==> config.mk <==
export PLATFORM = sky130hd
export DESIGN_NAME = rtc_core
export DESIGN_NICKNAME = d
export VERILOG_FILES = /design/src/hdl/rtc_pkg.sv /design/src/hdl/rtc_step.sv /design/src/hdl/rtc_core.sv
export VERILOG_INCLUDE_DIRS = /design/src /design/src/hdl
export SDC_FILE = /design/constraint.sdc
export NUM_CORES = 1
export LEC_CHECK = 0
export ABC_AREA = 1
export BUFFER_PORTS_ARGS = -buffer_cell sky130_fd_sc_hd__buf_2
export CAP_MARGIN = 20
export CORE_MARGIN = 3
export CORE_UTILIZATION = 60
export DETAILED_ROUTE_END_ITERATION = 16
export PLACE_DENSITY_LB_ADDON = 0.08
export SYNTH_ARGS = -nofsm -noshare
export SYNTH_HDL_FRONTEND = slang
export SYNTH_SLANG_ARGS = --single-unit
==> constraint.sdc <==
create_clock -name mclk_i -period 3.31 [get_ports mclk_i]
set_clock_uncertainty 0.1 [all_clocks]
set_input_delay 0.4965 -clock mclk_i [delete_from_list [all_inputs] [get_ports mclk_i]]
set_output_delay 0.4965 -clock mclk_i [all_outputs]
set_load 0.01 [all_outputs]
==> src/hdl/rtc_map.svh <==
`ifndef RTC_MAP_SVH
`define RTC_MAP_SVH
// direct i/o locations
`define SELECTOR_PORT 8'h70
`define WINDOW_PORT 8'h71
// indexed locations
`define IDX_CUR_SEC 7'h00
`define IDX_ALM_SEC 7'h01
`define IDX_CUR_MIN 7'h02
`define IDX_ALM_MIN 7'h03
`define IDX_CUR_HR 7'h04
`define IDX_ALM_HR 7'h05
`define IDX_WEEKDAY 7'h06
`define IDX_MONTH_DAY 7'h07
`define IDX_MONTH 7'h08
`define IDX_YEAR 7'h09
`define IDX_CTL_FIRST 7'h0a
`define IDX_CTL_SECOND 7'h0b
`define IDX_STAT_THIRD 7'h0c
`define IDX_STAT_FOURTH 7'h0d
`define IDX_STORAGE_LO 7'h0e
`define STORAGE_BYTES 114
// field positions in clock_control_second
`define CTL_SET_BIT 7
`define CTL_ALARM_IRQ_ENABLE_BIT 5
`define CTL_BINARY_SELECT_BIT 2
// field positions in clock_status_third
`define STAT_IRQ_BIT 7
`define STAT_ALARM_FLAG_BIT 5
// values
`define SELECTOR_RESET 7'h00
`define CTL_SECOND_RESET 8'h04
`define WILDCARD_MASK 8'hc0
`define SEC_MAX_BIN 8'h3b
`define SEC_MAX_BCD 8'h59
`define HR_MAX_BIN 8'h17
`define HR_MAX_BCD 8'h23
`define STATUS_FOURTH_VALUE 8'h80
// timing
`define TICK_PERIOD_NS 1000000000
`define CLOCK_PERIOD_NS 50
`endif

==> src/hdl/rtc_pkg.sv <==
package rtc_pkg;
  typedef struct packed {
    logic wr;
    logic rd;
    logic [7:0] addr;
    logic [7:0] wdata;
  } io_req_type;
  typedef struct packed {
    logic [7:0] sec;
    logic [7:0] min;
    logic [7:0] hr;
  } time_type;
  typedef enum logic [1:0] {
    TICK_IDLE = 2'b01,
    TICK_STEP = 2'b10
  } tick_state_type;
endpackage

==> src/hdl/rtc_step.sv <==
`timescale 1ns/1ps
`include "rtc_map.svh"
module rtc_step (
  input wire logic [7:0] value_i,
  input wire logic [7:0] max_bin_i,
  input wire logic [7:0] max_bcd_i,
  input wire logic binary_i,
  output logic [7:0] next_o,
  output logic carry_o
);
  logic [7:0] max_v;
  logic [7:0] bcd_inc;
  always_comb begin
    max_v = binary_i ? max_bin_i : max_bcd_i;
    if (value_i[3:0] >= 4'h9) begin
      bcd_inc = {value_i[7:4] + 4'h1, 4'h0};
    end else begin
      bcd_inc = value_i + 8'h01;
    end
    carry_o = 1'b0;
    // in range wraps at max, out of range counts through ffh to zero
    if (value_i == max_v) begin
      next_o = 8'h00;
      carry_o = 1'b1;
    end else if (value_i > max_v) begin
      next_o = value_i + 8'h01;
    end else begin
      next_o = binary_i ? value_i + 8'h01 : bcd_inc;
    end
  end
endmodule

==> src/hdl/rtc_core.sv <==
`timescale 1ns/1ps
`include "rtc_map.svh"
// Behaviour
// - decode only ports 70h and 71h
// - selector bits 6-0, reset zero
// - selector bit 7 reserved, no nmi gate
// - data port reaches currently selected location
// - indices 00h-0dh map clock registers
// - indices 0eh-7fh reach 114 storage bytes
// - seconds writable, readable, ticked each second
// - minutes writable, readable, advanced on seconds carry
// - out-of-range values count through ffh
// - binary or bcd by control bit
// - set bit suspends time updates
// - alarm second c0h-ffh is wildcard
// - alarm needs hours, minutes, seconds match
// - alarm compared once per second
// - match sets flag; irq needs enable
// - alarm minute c0h-ffh is wildcard
// - alarm hour c0h-ffh is wildcard
module rtc_core #(
  parameter int TICK_CYCLES = `TICK_PERIOD_NS / `CLOCK_PERIOD_NS
) (
  input wire logic mclk_i,
  input wire logic reset_n_i,
  input rtc_pkg::io_req_type io_req_i,
  output logic [7:0] rdata_o,
  output logic rvalid_o,
  output logic alarm_irq_o,
  output rtc_pkg::time_type time_o
);
  import rtc_pkg::*;

  // ============================================================
  // state
  typedef struct packed {
    tick_state_type st;
    logic [31:0] cnt;
    logic [6:0] selector;
    time_type cur;
    time_type alm;
    logic [7:0] weekday;
    logic [7:0] month_day;
    logic [7:0] month;
    logic [7:0] year;
    logic [7:0] ctl_first;
    logic [7:0] ctl_second;
    logic alarm_flag;
    logic [7:0] rdata;
    logic rvalid;
  } state_type;

  state_type state_r;
  state_type state_nxt;
  logic [7:0] storage_r [`STORAGE_BYTES];
  logic [7:0] sec_next;
  logic [7:0] min_next;
  logic [7:0] hr_next;
  logic sec_carry;
  logic min_carry;
  logic hr_carry;
  logic binary;
  logic sec_hit;
  logic min_hit;
  logic hr_hit;
  logic alarm_hit;
  logic sel_port;
  logic win_port;
  logic storage_hit;
  logic [6:0] storage_idx;
  logic [7:0] status_third;

  // ============================================================
  // counting
  assign binary = state_r.ctl_second[`CTL_BINARY_SELECT_BIT];

  rtc_step sec_step (
    .value_i(state_r.cur.sec),
    .max_bin_i(`SEC_MAX_BIN),
    .max_bcd_i(`SEC_MAX_BCD),
    .binary_i(binary),
    .next_o(sec_next),
    .carry_o(sec_carry)
  );
  rtc_step min_step (
    .value_i(state_r.cur.min),
    .max_bin_i(`SEC_MAX_BIN),
    .max_bcd_i(`SEC_MAX_BCD),
    .binary_i(binary),
    .next_o(min_next),
    .carry_o(min_carry)
  );
  rtc_step hr_step (
    .value_i(state_r.cur.hr),
    .max_bin_i(`HR_MAX_BIN),
    .max_bcd_i(`HR_MAX_BCD),
    .binary_i(binary),
    .next_o(hr_next),
    .carry_o(hr_carry)
  );

  // ============================================================
  // alarm compare
  always_comb begin
    sec_hit = ((state_r.alm.sec & `WILDCARD_MASK) == `WILDCARD_MASK)
      || (state_r.alm.sec == state_r.cur.sec);
    min_hit = ((state_r.alm.min & `WILDCARD_MASK) == `WILDCARD_MASK)
      || (state_r.alm.min == state_r.cur.min);
    hr_hit = ((state_r.alm.hr & `WILDCARD_MASK) == `WILDCARD_MASK)
      || (state_r.alm.hr == state_r.cur.hr);
    alarm_hit = sec_hit && min_hit && hr_hit;
  end

  // ============================================================
  // i/o decode
  always_comb begin
    sel_port = (io_req_i.addr == `SELECTOR_PORT);
    win_port = (io_req_i.addr == `WINDOW_PORT);
    storage_hit = (state_r.selector >= `IDX_STORAGE_LO);
    storage_idx = state_r.selector - `IDX_STORAGE_LO;
    status_third = 8'h00;
    status_third[`STAT_ALARM_FLAG_BIT] = state_r.alarm_flag;
    status_third[`STAT_IRQ_BIT] = state_r.alarm_flag && state_r.ctl_second[`CTL_ALARM_IRQ_ENABLE_BIT];
  end

  // ============================================================
  // next state
  always_comb begin
    state_nxt = state_r;
    state_nxt.rvalid = 1'b0;
    case (state_r.st)
      TICK_IDLE: begin
        if (state_r.cnt == 32'(TICK_CYCLES - 1)) begin
          state_nxt.cnt = 32'h0;
          state_nxt.st = TICK_STEP;
        end else begin
          state_nxt.cnt = state_r.cnt + 32'h1;
        end
      end
      TICK_STEP: begin
        state_nxt.st = TICK_IDLE;
        state_nxt.cnt = state_r.cnt + 32'h1;
        if (!state_r.ctl_second[`CTL_SET_BIT]) begin
          state_nxt.cur.sec = sec_next;
          if (sec_carry) begin
            state_nxt.cur.min = min_next;
            if (min_carry) begin
              state_nxt.cur.hr = hr_next;
            end
          end
          if (alarm_hit) begin
            state_nxt.alarm_flag = 1'b1;
          end
        end
      end
      default: begin
        state_nxt.st = TICK_IDLE;
        state_nxt.cnt = 32'h0;
      end
    endcase
    if (io_req_i.wr && sel_port) begin
      state_nxt.selector = io_req_i.wdata[6:0];
    end
    if (io_req_i.wr && win_port) begin
      case (state_r.selector)
        `IDX_CUR_SEC: state_nxt.cur.sec = io_req_i.wdata;
        `IDX_ALM_SEC: state_nxt.alm.sec = io_req_i.wdata;
        `IDX_CUR_MIN: state_nxt.cur.min = io_req_i.wdata;
        `IDX_ALM_MIN: state_nxt.alm.min = io_req_i.wdata;
        `IDX_CUR_HR: state_nxt.cur.hr = io_req_i.wdata;
        `IDX_ALM_HR: state_nxt.alm.hr = io_req_i.wdata;
        `IDX_WEEKDAY: state_nxt.weekday = io_req_i.wdata;
        `IDX_MONTH_DAY: state_nxt.month_day = io_req_i.wdata;
        `IDX_MONTH: state_nxt.month = io_req_i.wdata;
        `IDX_YEAR: state_nxt.year = io_req_i.wdata;
        `IDX_CTL_FIRST: state_nxt.ctl_first = io_req_i.wdata;
        `IDX_CTL_SECOND: state_nxt.ctl_second = io_req_i.wdata;
        default: begin
        end
      endcase
    end
    if (io_req_i.rd && (sel_port || win_port)) begin
      state_nxt.rvalid = 1'b1;
      state_nxt.rdata = 8'h00;
      if (win_port) begin
        case (state_r.selector)
          `IDX_CUR_SEC: state_nxt.rdata = state_r.cur.sec;
          `IDX_ALM_SEC: state_nxt.rdata = state_r.alm.sec;
          `IDX_CUR_MIN: state_nxt.rdata = state_r.cur.min;
          `IDX_ALM_MIN: state_nxt.rdata = state_r.alm.min;
          `IDX_CUR_HR: state_nxt.rdata = state_r.cur.hr;
          `IDX_ALM_HR: state_nxt.rdata = state_r.alm.hr;
          `IDX_WEEKDAY: state_nxt.rdata = state_r.weekday;
          `IDX_MONTH_DAY: state_nxt.rdata = state_r.month_day;
          `IDX_MONTH: state_nxt.rdata = state_r.month;
          `IDX_YEAR: state_nxt.rdata = state_r.year;
          `IDX_CTL_FIRST: state_nxt.rdata = state_r.ctl_first;
          `IDX_CTL_SECOND: state_nxt.rdata = state_r.ctl_second;
          `IDX_STAT_THIRD: begin
            state_nxt.rdata = status_third;
            // read clears the flag unless an alarm lands now
            if (!(state_r.st == TICK_STEP && !state_r.ctl_second[`CTL_SET_BIT] && alarm_hit)) begin
              state_nxt.alarm_flag = 1'b0;
            end
          end
          `IDX_STAT_FOURTH: state_nxt.rdata = `STATUS_FOURTH_VALUE;
          default: state_nxt.rdata = storage_r[storage_idx];
        endcase
      end
    end
  end

  // ============================================================
  // registers
  always_ff @(posedge mclk_i or negedge reset_n_i) begin
    if (!reset_n_i) begin
      state_r <= '0;
      state_r.st <= TICK_IDLE;
      state_r.selector <= `SELECTOR_RESET;
      state_r.ctl_second <= `CTL_SECOND_RESET;
    end else begin
      state_r <= state_nxt;
    end
  end

  // storage has no reset, as battery-backed ram
  always_ff @(posedge mclk_i) begin
    if (io_req_i.wr && win_port && storage_hit) begin
      storage_r[storage_idx] <= io_req_i.wdata;
    end
  end

  assign rdata_o = state_r.rdata;
  assign rvalid_o = state_r.rvalid;
  assign alarm_irq_o = state_r.alarm_flag && state_r.ctl_second[`CTL_ALARM_IRQ_ENABLE_BIT];
  assign time_o = state_r.cur;

  // ============================================================
  // checks
  chk_selector_load: assert property (@(posedge mclk_i) disable iff (!reset_n_i)
    io_req_i.wr && sel_port |=> state_r.selector == $past(io_req_i.wdata[6:0]))
    else $error("selector did not load");
  chk_set_holds: assert property (@(posedge mclk_i) disable iff (!reset_n_i)
    state_r.st == TICK_STEP && state_r.ctl_second[`CTL_SET_BIT] && !io_req_i.wr
      |=> $stable(state_r.cur))
    else $error("time moved while set");
  chk_sec_tick: assert property (@(posedge mclk_i) disable iff (!reset_n_i)
    state_r.st == TICK_STEP && !state_r.ctl_second[`CTL_SET_BIT] && !io_req_i.wr
      |=> state_r.cur.sec == $past(sec_next))
    else $error("seconds not ticked");
  chk_min_carry: assert property (@(posedge mclk_i) disable iff (!reset_n_i)
    state_r.st == TICK_STEP && !state_r.ctl_second[`CTL_SET_BIT] && !sec_carry && !io_req_i.wr
      |=> $stable(state_r.cur.min))
    else $error("minutes moved without carry");
  chk_alarm_set: assert property (@(posedge mclk_i) disable iff (!reset_n_i)
    state_r.st == TICK_STEP && !state_r.ctl_second[`CTL_SET_BIT] && alarm_hit |=> state_r.alarm_flag)
    else $error("alarm flag not set");
  chk_alarm_quiet: assert property (@(posedge mclk_i) disable iff (!reset_n_i)
    !state_r.alarm_flag && state_r.st == TICK_IDLE |=> !state_r.alarm_flag)
    else $error("alarm flag set off tick");
  chk_irq_gate: assert property (@(posedge mclk_i) disable iff (!reset_n_i)
    !state_r.ctl_second[`CTL_ALARM_IRQ_ENABLE_BIT] |-> !alarm_irq_o)
    else $error("irq while disabled");
  chk_wild_sec: assert property (@(posedge mclk_i) disable iff (!reset_n_i)
    state_r.alm.sec >= 8'hc0 |-> sec_hit)
    else $error("seconds wildcard missed");
  chk_read_answer: assert property (@(posedge mclk_i) disable iff (!reset_n_i)
    io_req_i.rd && win_port && state_r.selector == `IDX_CUR_MIN
      |=> rvalid_o && rdata_o == $past(state_r.cur.min))
    else $error("window read wrong");
  chk_tick_period: assert property (@(posedge mclk_i) disable iff (!reset_n_i)
    state_r.st == TICK_STEP |=> state_r.st == TICK_IDLE)
    else $error("tick not one cycle");
  chk_other_port: assert property (@(posedge mclk_i) disable iff (!reset_n_i)
    io_req_i.wr && !sel_port && !win_port
      |=> state_r.selector == $past(state_r.selector) && state_r.alm == $past(state_r.alm))
    else $error("write to other port landed");
  chk_other_read: assert property (@(posedge mclk_i) disable iff (!reset_n_i)
    io_req_i.rd && !sel_port && !win_port
      |=> !rvalid_o)
    else $error("read of other port answered");
  chk_bit7_dropped: assert property (@(posedge mclk_i) disable iff (!reset_n_i)
    io_req_i.wr && sel_port && io_req_i.wdata[7]
      |=> state_r.selector == $past(io_req_i.wdata[6:0]) && state_r.ctl_second == $past(state_r.ctl_second))
    else $error("selector bit 7 had an effect");
  chk_read_selector: assert property (@(posedge mclk_i) disable iff (!reset_n_i)
    io_req_i.rd && sel_port
      |=> rvalid_o && rdata_o == 8'h00)
    else $error("selector read not zero");
  chk_alarm_sec_load: assert property (@(posedge mclk_i) disable iff (!reset_n_i)
    io_req_i.wr && win_port && state_r.selector == `IDX_ALM_SEC
      |=> state_r.alm.sec == $past(io_req_i.wdata))
    else $error("alarm second not loaded");
  chk_alarm_min_load: assert property (@(posedge mclk_i) disable iff (!reset_n_i)
    io_req_i.wr && win_port && state_r.selector == `IDX_ALM_MIN
      |=> state_r.alm.min == $past(io_req_i.wdata))
    else $error("alarm minute not loaded");
  chk_alarm_hr_load: assert property (@(posedge mclk_i) disable iff (!reset_n_i)
    io_req_i.wr && win_port && state_r.selector == `IDX_ALM_HR
      |=> state_r.alm.hr == $past(io_req_i.wdata))
    else $error("alarm hour not loaded");
  chk_min_load: assert property (@(posedge mclk_i) disable iff (!reset_n_i)
    io_req_i.wr && win_port && state_r.selector == `IDX_CUR_MIN
      |=> state_r.cur.min == $past(io_req_i.wdata))
    else $error("minute not loaded");
  chk_read_status: assert property (@(posedge mclk_i) disable iff (!reset_n_i)
    io_req_i.rd && win_port && state_r.selector == `IDX_STAT_THIRD
      |=> rdata_o[`STAT_ALARM_FLAG_BIT] == $past(state_r.alarm_flag))
    else $error("status flag read wrong");
  chk_flag_clear: assert property (@(posedge mclk_i) disable iff (!reset_n_i)
    io_req_i.rd && win_port && state_r.selector == `IDX_STAT_THIRD && !(state_r.st == TICK_STEP && alarm_hit)
      |=> !state_r.alarm_flag)
    else $error("flag not cleared by read");
  chk_wild_min: assert property (@(posedge mclk_i) disable iff (!reset_n_i)
    state_r.alm.min >= 8'hc0
      |-> min_hit)
    else $error("minutes wildcard missed");
  chk_wild_hr: assert property (@(posedge mclk_i) disable iff (!reset_n_i)
    state_r.alm.hr >= 8'hc0
      |-> hr_hit)
    else $error("hours wildcard missed");
  chk_hr_gate: assert property (@(posedge mclk_i) disable iff (!reset_n_i)
    !state_r.alarm_flag && !hr_hit
      |=> !state_r.alarm_flag)
    else $error("alarm without hour match");
  chk_fourth_const: assert property (@(posedge mclk_i) disable iff (!reset_n_i)
    io_req_i.rd && win_port && state_r.selector == `IDX_STAT_FOURTH
      |=> rdata_o == `STATUS_FOURTH_VALUE)
    else $error("status fourth read wrong");
  chk_storage_read: assert property (@(posedge mclk_i) disable iff (!reset_n_i)
    io_req_i.rd && win_port && storage_hit
      |=> rdata_o == $past(storage_r[storage_idx]))
    else $error("storage read wrong");
  chk_sec_wrap: assert property (@(posedge mclk_i) disable iff (!reset_n_i)
    state_r.st == TICK_STEP && !state_r.ctl_second[`CTL_SET_BIT] && !io_req_i.wr && state_r.cur.sec == 8'hff
      |=> state_r.cur.sec == 8'h00)
    else $error("seconds did not wrap");
  chk_bcd_step: assert property (@(posedge mclk_i) disable iff (!reset_n_i)
    state_r.st == TICK_STEP && !state_r.ctl_second[`CTL_SET_BIT] && !io_req_i.wr && !binary && state_r.cur.sec == 8'h09
      |=> state_r.cur.sec == 8'h10)
    else $error("bcd seconds step wrong");
  chk_min_advance: assert property (@(posedge mclk_i) disable iff (!reset_n_i)
    state_r.st == TICK_STEP && !state_r.ctl_second[`CTL_SET_BIT] && !io_req_i.wr && sec_carry
      |=> state_r.cur.min == $past(min_next))
    else $error("minutes not advanced on carry");
  chk_irq_follows: assert property (@(posedge mclk_i) disable iff (!reset_n_i)
    state_r.alarm_flag && state_r.ctl_second[`CTL_ALARM_IRQ_ENABLE_BIT]
      |-> alarm_irq_o)
    else $error("irq missing while enabled");
endmodule

### Word level (Yosys, flattened, before mapping)

Memories as Yosys holds them, arrays and structs flattened.
Index checks and enable logic that the tools add are counted.

* reduce and logical (&&, ||, !) cells: 24
* add/sub/neg operators: 8
* equality and inequality tests: 28
* order comparisons: 7
* multiplexer cells: 46

Operators by type and width (count)
* $mux 8: 25
* $pmux 8 s14: 1
* $mux 96: 1
* $pmux 34 s2: 1
* $eq 8x8->1: 6
* $mux 24: 2
* $eq 7x4->1 const B: 6
* $add 32x1->32 const B: 1
* $eq 32x25->1 const B: 1
* $mux 32: 1
* $eq 7x3->1 const B: 4
* $add 8x1->8 const B: 3
* $gt 8x8->1: 3
* $reduce_and 2->1: 9
* $eq 8x7->1 const B: 2
* $mux 16: 1
* $eq 7x2->1 const B: 2
* $add 4x1->4 const B: 3
* $ge 4x4->1 const B: 3
* $mux 10: 1
* $logic_and 1x1->1: 9
* $mux 1: 9
* $mux 9: 1
* $eq 2x2->1 const B: 4
* other kinds (11): 14

* logic and storage cells: 132
* flip-flop bits (word level): 147
* output and inout bits: 34
* memories: 1
* memory bits (writable): 912

Memories
* storage_r: depth 114, bits a word 8, rd ports 1, clocked after Yosys merged registers in 0, write ports 1, RTL line rtc_core.sv:55 `` logic [7:0] storage_r [`STORAGE_BYTES]; ``

### Depth between registers and ports, before layout

* depth after elaboration: 11
* gate-level depth with buffers: 17
* gate-level depth less buffers: 14

### Cells and area by module

Synthesis repeated with hierarchy kept, for this count alone.

* cell total of the unflattened synthesis: 4463
* area, all modules: 46397.0 µm²

Modules (own cells, without submodules)
* rtc_core: area each 44401.3 µm², cells an instance 4144, times used 1, sequential area each 31067.3 µm²
* rtc_step at hr_step ...: area each 634.4 µm², cells an instance 102, times used 2, sequential area each 0.0 µm²
* rtc_step at sec_step: area each 726.9 µm², cells an instance 115, times used 1, sequential area each 0.0 µm²

### Worst setup path after synthesis

OpenSTA, ideal clock, no wires.

* kind: flip-flop to flip-flop
* start point: register state_r[107] (netlist name)
* end point: register state_r (netlist bit rdata_o[7])
* arrival time: 2.500 ns
* path buffers: 4
* cell stages (with the launch flop): 18
* path slack: 0.645 ns
* library setup time: 0.065 ns
* cell sequence: dfrtp_1 -> buf_4 -> inv_4 -> clkbuf_1 -> ha_1 -> clkinv_1 -> clkbuf_1 -> buf_1 -> nand3_1 -> nand3_1 -> nand2_1 -> nor2_1 -> nor2_1 -> nor2_1 -> nand3_1 -> nand2_1 -> nand2_1 -> nand2_1

* word-level cells in the longest chain between the ends: 4
* elaborated cells on any way between the ends: 18
* classes of those cells: add/sub (1); eq/ne (13); mux (2); reduce/logical (1); memory (1)

RTL lines
* start: declaration: RTL line rtc_core.sv:53 `state_type state_r;`
* start signal: assignment: RTL line rtc_core.sv:222 `state_r <= state_nxt;`
* $sub 7x4->7 (no line)
* $mem_v2 114x8
* $pmux 8 s14 *: RTL line rtc_core.sv:186 `case (state_r.selector)`
* $mux 9 *: RTL line rtc_core.sv:185 `if (win_port) begin`

Mark *: on every way between the ends. The rest lies on a longest branch, timed or not.
A chain may end at the register's enable or synchronous reset.

### Worst setup path in the final report

* start point: register state_r[107] (netlist name)
* end point: register state_r (netlist bit rdata_o[4])

The elaborated chain is that of the path after synthesis.

==> qor.txt <==
Status - complete, no violations
First-pass GRT wire length - 186 mm
CP arrival - 3.42 ns
Post-synthesis net count - 4357
Worst min path class - in -> reg
Post-Syn Area - 45300 sq um
Fin crit period - 2.96 ns
WHS Path Cells - 1
I/O Buffers - 53
Core area - 74700 sq um
CTS buffer count - 105
# fillers - 5510
Post-Syn Area per Cell - 10.5 sq um
Clock sink count - 1059
Buffers & Inverters on Critical Path - 2
Post-synth ARST share - 13.9%
Hold Startpoint - io_req_i[3]
Power Total - 28.1 mW
Finished Cell Area - 51400 sq um
#FFs+latches synth - 1059
H-tree depth - 3
CTS tree - built
Post-DR wirelength/cell - 22.1 um
Worst hold margin - 0.0285 ns
Final period util - 89.3%
CP Max Fanout - 17
Placed Area - 48000 sq um
VDD IR max - 0.502 mV
Final Hold Fails - 0
Root buf cell - clkbuf_16
DRT iter0 DRCs - 3658
Synth Flop Type - edfxtp_1
Initial antenna violation count - 0
Worst-path clk slew - 0.06 ns
DP Worst Slack - 0.410 ns
Synth Instances - 4307
N_diodes - 0
Grt ovf - 0
Synth top cells by count - 1433 x nor2_1, 912 x edfxtp_1, 528 x nand2_1
Routability Congestion - 0.942
Vias per Instance - 5.79
Post-CTS setup buffers - 0
Max-slew violation count - 0
Layout Nets - 4557
Cells on worst reg2reg path - 14
Worst skew pair latency - 0.67 ns
Post-route setup slack - 0.355 ns
Cells along the critical path - ha_1 -> xnor2_4 -> inv_2 -> a21oi_4 -> buf_4 -> nand3_1 -> nand2_1 -> nor2_1 -> nor2_1 -> nor2_1 -> nand2_1 -> nand2_1 -> nand2_1 -> nand2_1
Leak - 19.6 nW
Final setup fails - 0
Post-synthesis sequential area ratio - 68.5%
Multi-input logic area - 12400 sq um
# IOs - 54
Syn. warnings - 0
Crit-path max cell delay - 0.50 ns
Sequential standard cell area - 31100 sq um
Fmax achieved - 338 MHz
Vias - 32220
Vias in the first global route - 31073
Startpoint Class - flip-flop
Main area contributors after synthesis - edfxtp_1 60%, nor2_1 12%, dfrtp_1 8.0%, nand2_1 4.4%, nand3_1 4.2%
Tot GR Track Use - 31.4%
DRC - 0
Yosys top cell area share - 60.4%
Yosys top cell by area - edfxtp_1
Worst slew pin tran - 0.839 ns
WHS Endpoint - storage_r[29][3]$_DFFE_PP_
Reg-to-reg endpoint - rdata_o[4]$_DFFE_PN0P_
Die Ht - 281 um
Share of layout cells above drive strength 1 - 11.4%
Total wire length - 123 mm
FF-to-FF Start - state_r[107]$_DFFE_PN0P_
Slew margin rel. - 44.0%
Die Width - 281 um
Clock Path Buffers - 3
Die Footprint - 78900 sq um
Synth cell types - 50
PwrDens - 547 nW/um^2
FP Rows - 100
CP delay by family, top - simple AND/OR/NAND/NOR gates
Largest net degree at the start of global routing - 115
Detailed-router iteration count before antenna repair - 5
Slowest cell on crit path - dfrtp_1
RSZ-0062 raised after global routing - false
HPWL after DPL - 77.9 mm
Cell mode on critical path - nand2_1
Most numerous cell in the Yosys netlist - nor2_1
Max-Cap Viols - 0
Setup_tns - 0 ns
Initial core utilization - 60.7%
Final ANT Viol Nets - 0
Reg2Reg Setup Slack - 0.35 ns
Worst setup EP type - flip-flop
Req. time, crit path - 3.77 ns
Critical path depth - 14
Number of synthesized flops with an enable pin - 912
Synth-to-layout area growth - 13.5%
CP Class - reg -> reg
how the worst max path moves through the flow:
stage                                         from                          to  slack, ns
after global placement    state_r[107]$_DFFE_PN0P_      rdata_o[0]$_DFFE_PN0P_       0.42
after CTS                 state_r[107]$_DFFE_PN0P_      rdata_o[0]$_DFFE_PN0P_       0.38
after detailed placement  state_r[107]$_DFFE_PN0P_      rdata_o[0]$_DFFE_PN0P_       0.41
final                     state_r[107]$_DFFE_PN0P_      rdata_o[4]$_DFFE_PN0P_       0.35
after floorplan           state_r[107]$_DFFE_PN0P_      rdata_o[7]$_DFFE_PN0P_       0.65
after global routing      state_r[107]$_DFFE_PN0P_  storage_r[86][6]$_DFFE_PP_       0.15
cells by family after synthesis:
kind of cell               count (synthesis)  synth area share (%)
adders and majority gates                 30                 0.828
xor gates and xnor gates                  31                 0.640
DFF                                     1059                  68.5
AOI/OAI and AO/OA                        243                  2.98
and+or+nand+nor                         2509                  22.8
buffers and inverters                    435                  4.22
final cells by class:
cell class	instances	share of cell area (%)
Clock buffer	144	5.73
Clock inverter	52	0.966
Inverter	232	1.71
Multi-Input combinational cell	2813	24.1
Sequential cell	1059	60.4
Tap cell	969	2.36
Timing Repair Buffer	296	4.70
repair_timing:
action / in CTS / in global routing
hold buffers: 1 / 0
gates resized for setup: 0 / 0
hold endpoints to repair: 60 / 0
cells in the final DEF (no fill, tap or decap), types with 5 or more instances in the layout:
cell and instances:
nor2_2 6, nand4_1 55, o22ai_1 16, buf_12 24, clkinv_1 29, a21oi_1 58, edfxtp_1 912, inv_1 211
o21ai_0 126, nand2_1 528, inv_2 10, clkinv_2 14, or2_2 40, xor2_1 17, nor3b_1 5, clkbuf_8 11
nand3_1 379, nor2_1 1433, bufinv_16 8, ha_1 29, clkbuf_16 108, buf_4 226, nor4_1 7, nor3_1 35
a31oi_1 9, xnor2_1 13, buf_2 44, clkbuf_1 25, a22oi_1 9, o211ai_1 5, dfrtp_1 144
through the flow:
stage | cells | util (%)
2_1_floorplan | 4307 | -
3_3_place_gp | 5368 | 64.2
3_5_place_dp | 5368 | 64.2
4_1_cts | 5565 | 68.9
5_1_grt | 5565 | 68.9
6_report | 5565 | 68.9
sequential cells by signal, summed over array words and instances, names as in the netlist:
| signal | count |
|---|---|
| storage_r | 912 |
| binary | 1 |
| time_o | 24 |
| rdata_o | 8 |
| state_r | 113 |
| rvalid_o | 1 |
routing by layer:
metal	part of all wire [%]	GRT usage (%)
met1	40	43.7
met2	47	50.8
met3	8.9	4.67
met4	3.8	11.5
met5	0	0
report_power, final:
part           internal [mW]  switching [mW]  total (mW)
sequential              14.5          0.0270        14.5
clock                   6.86            5.01        11.9
combinational          0.449            1.28        1.73
total                   21.8            6.31        28.1
(Power assumes the default switching activity.)
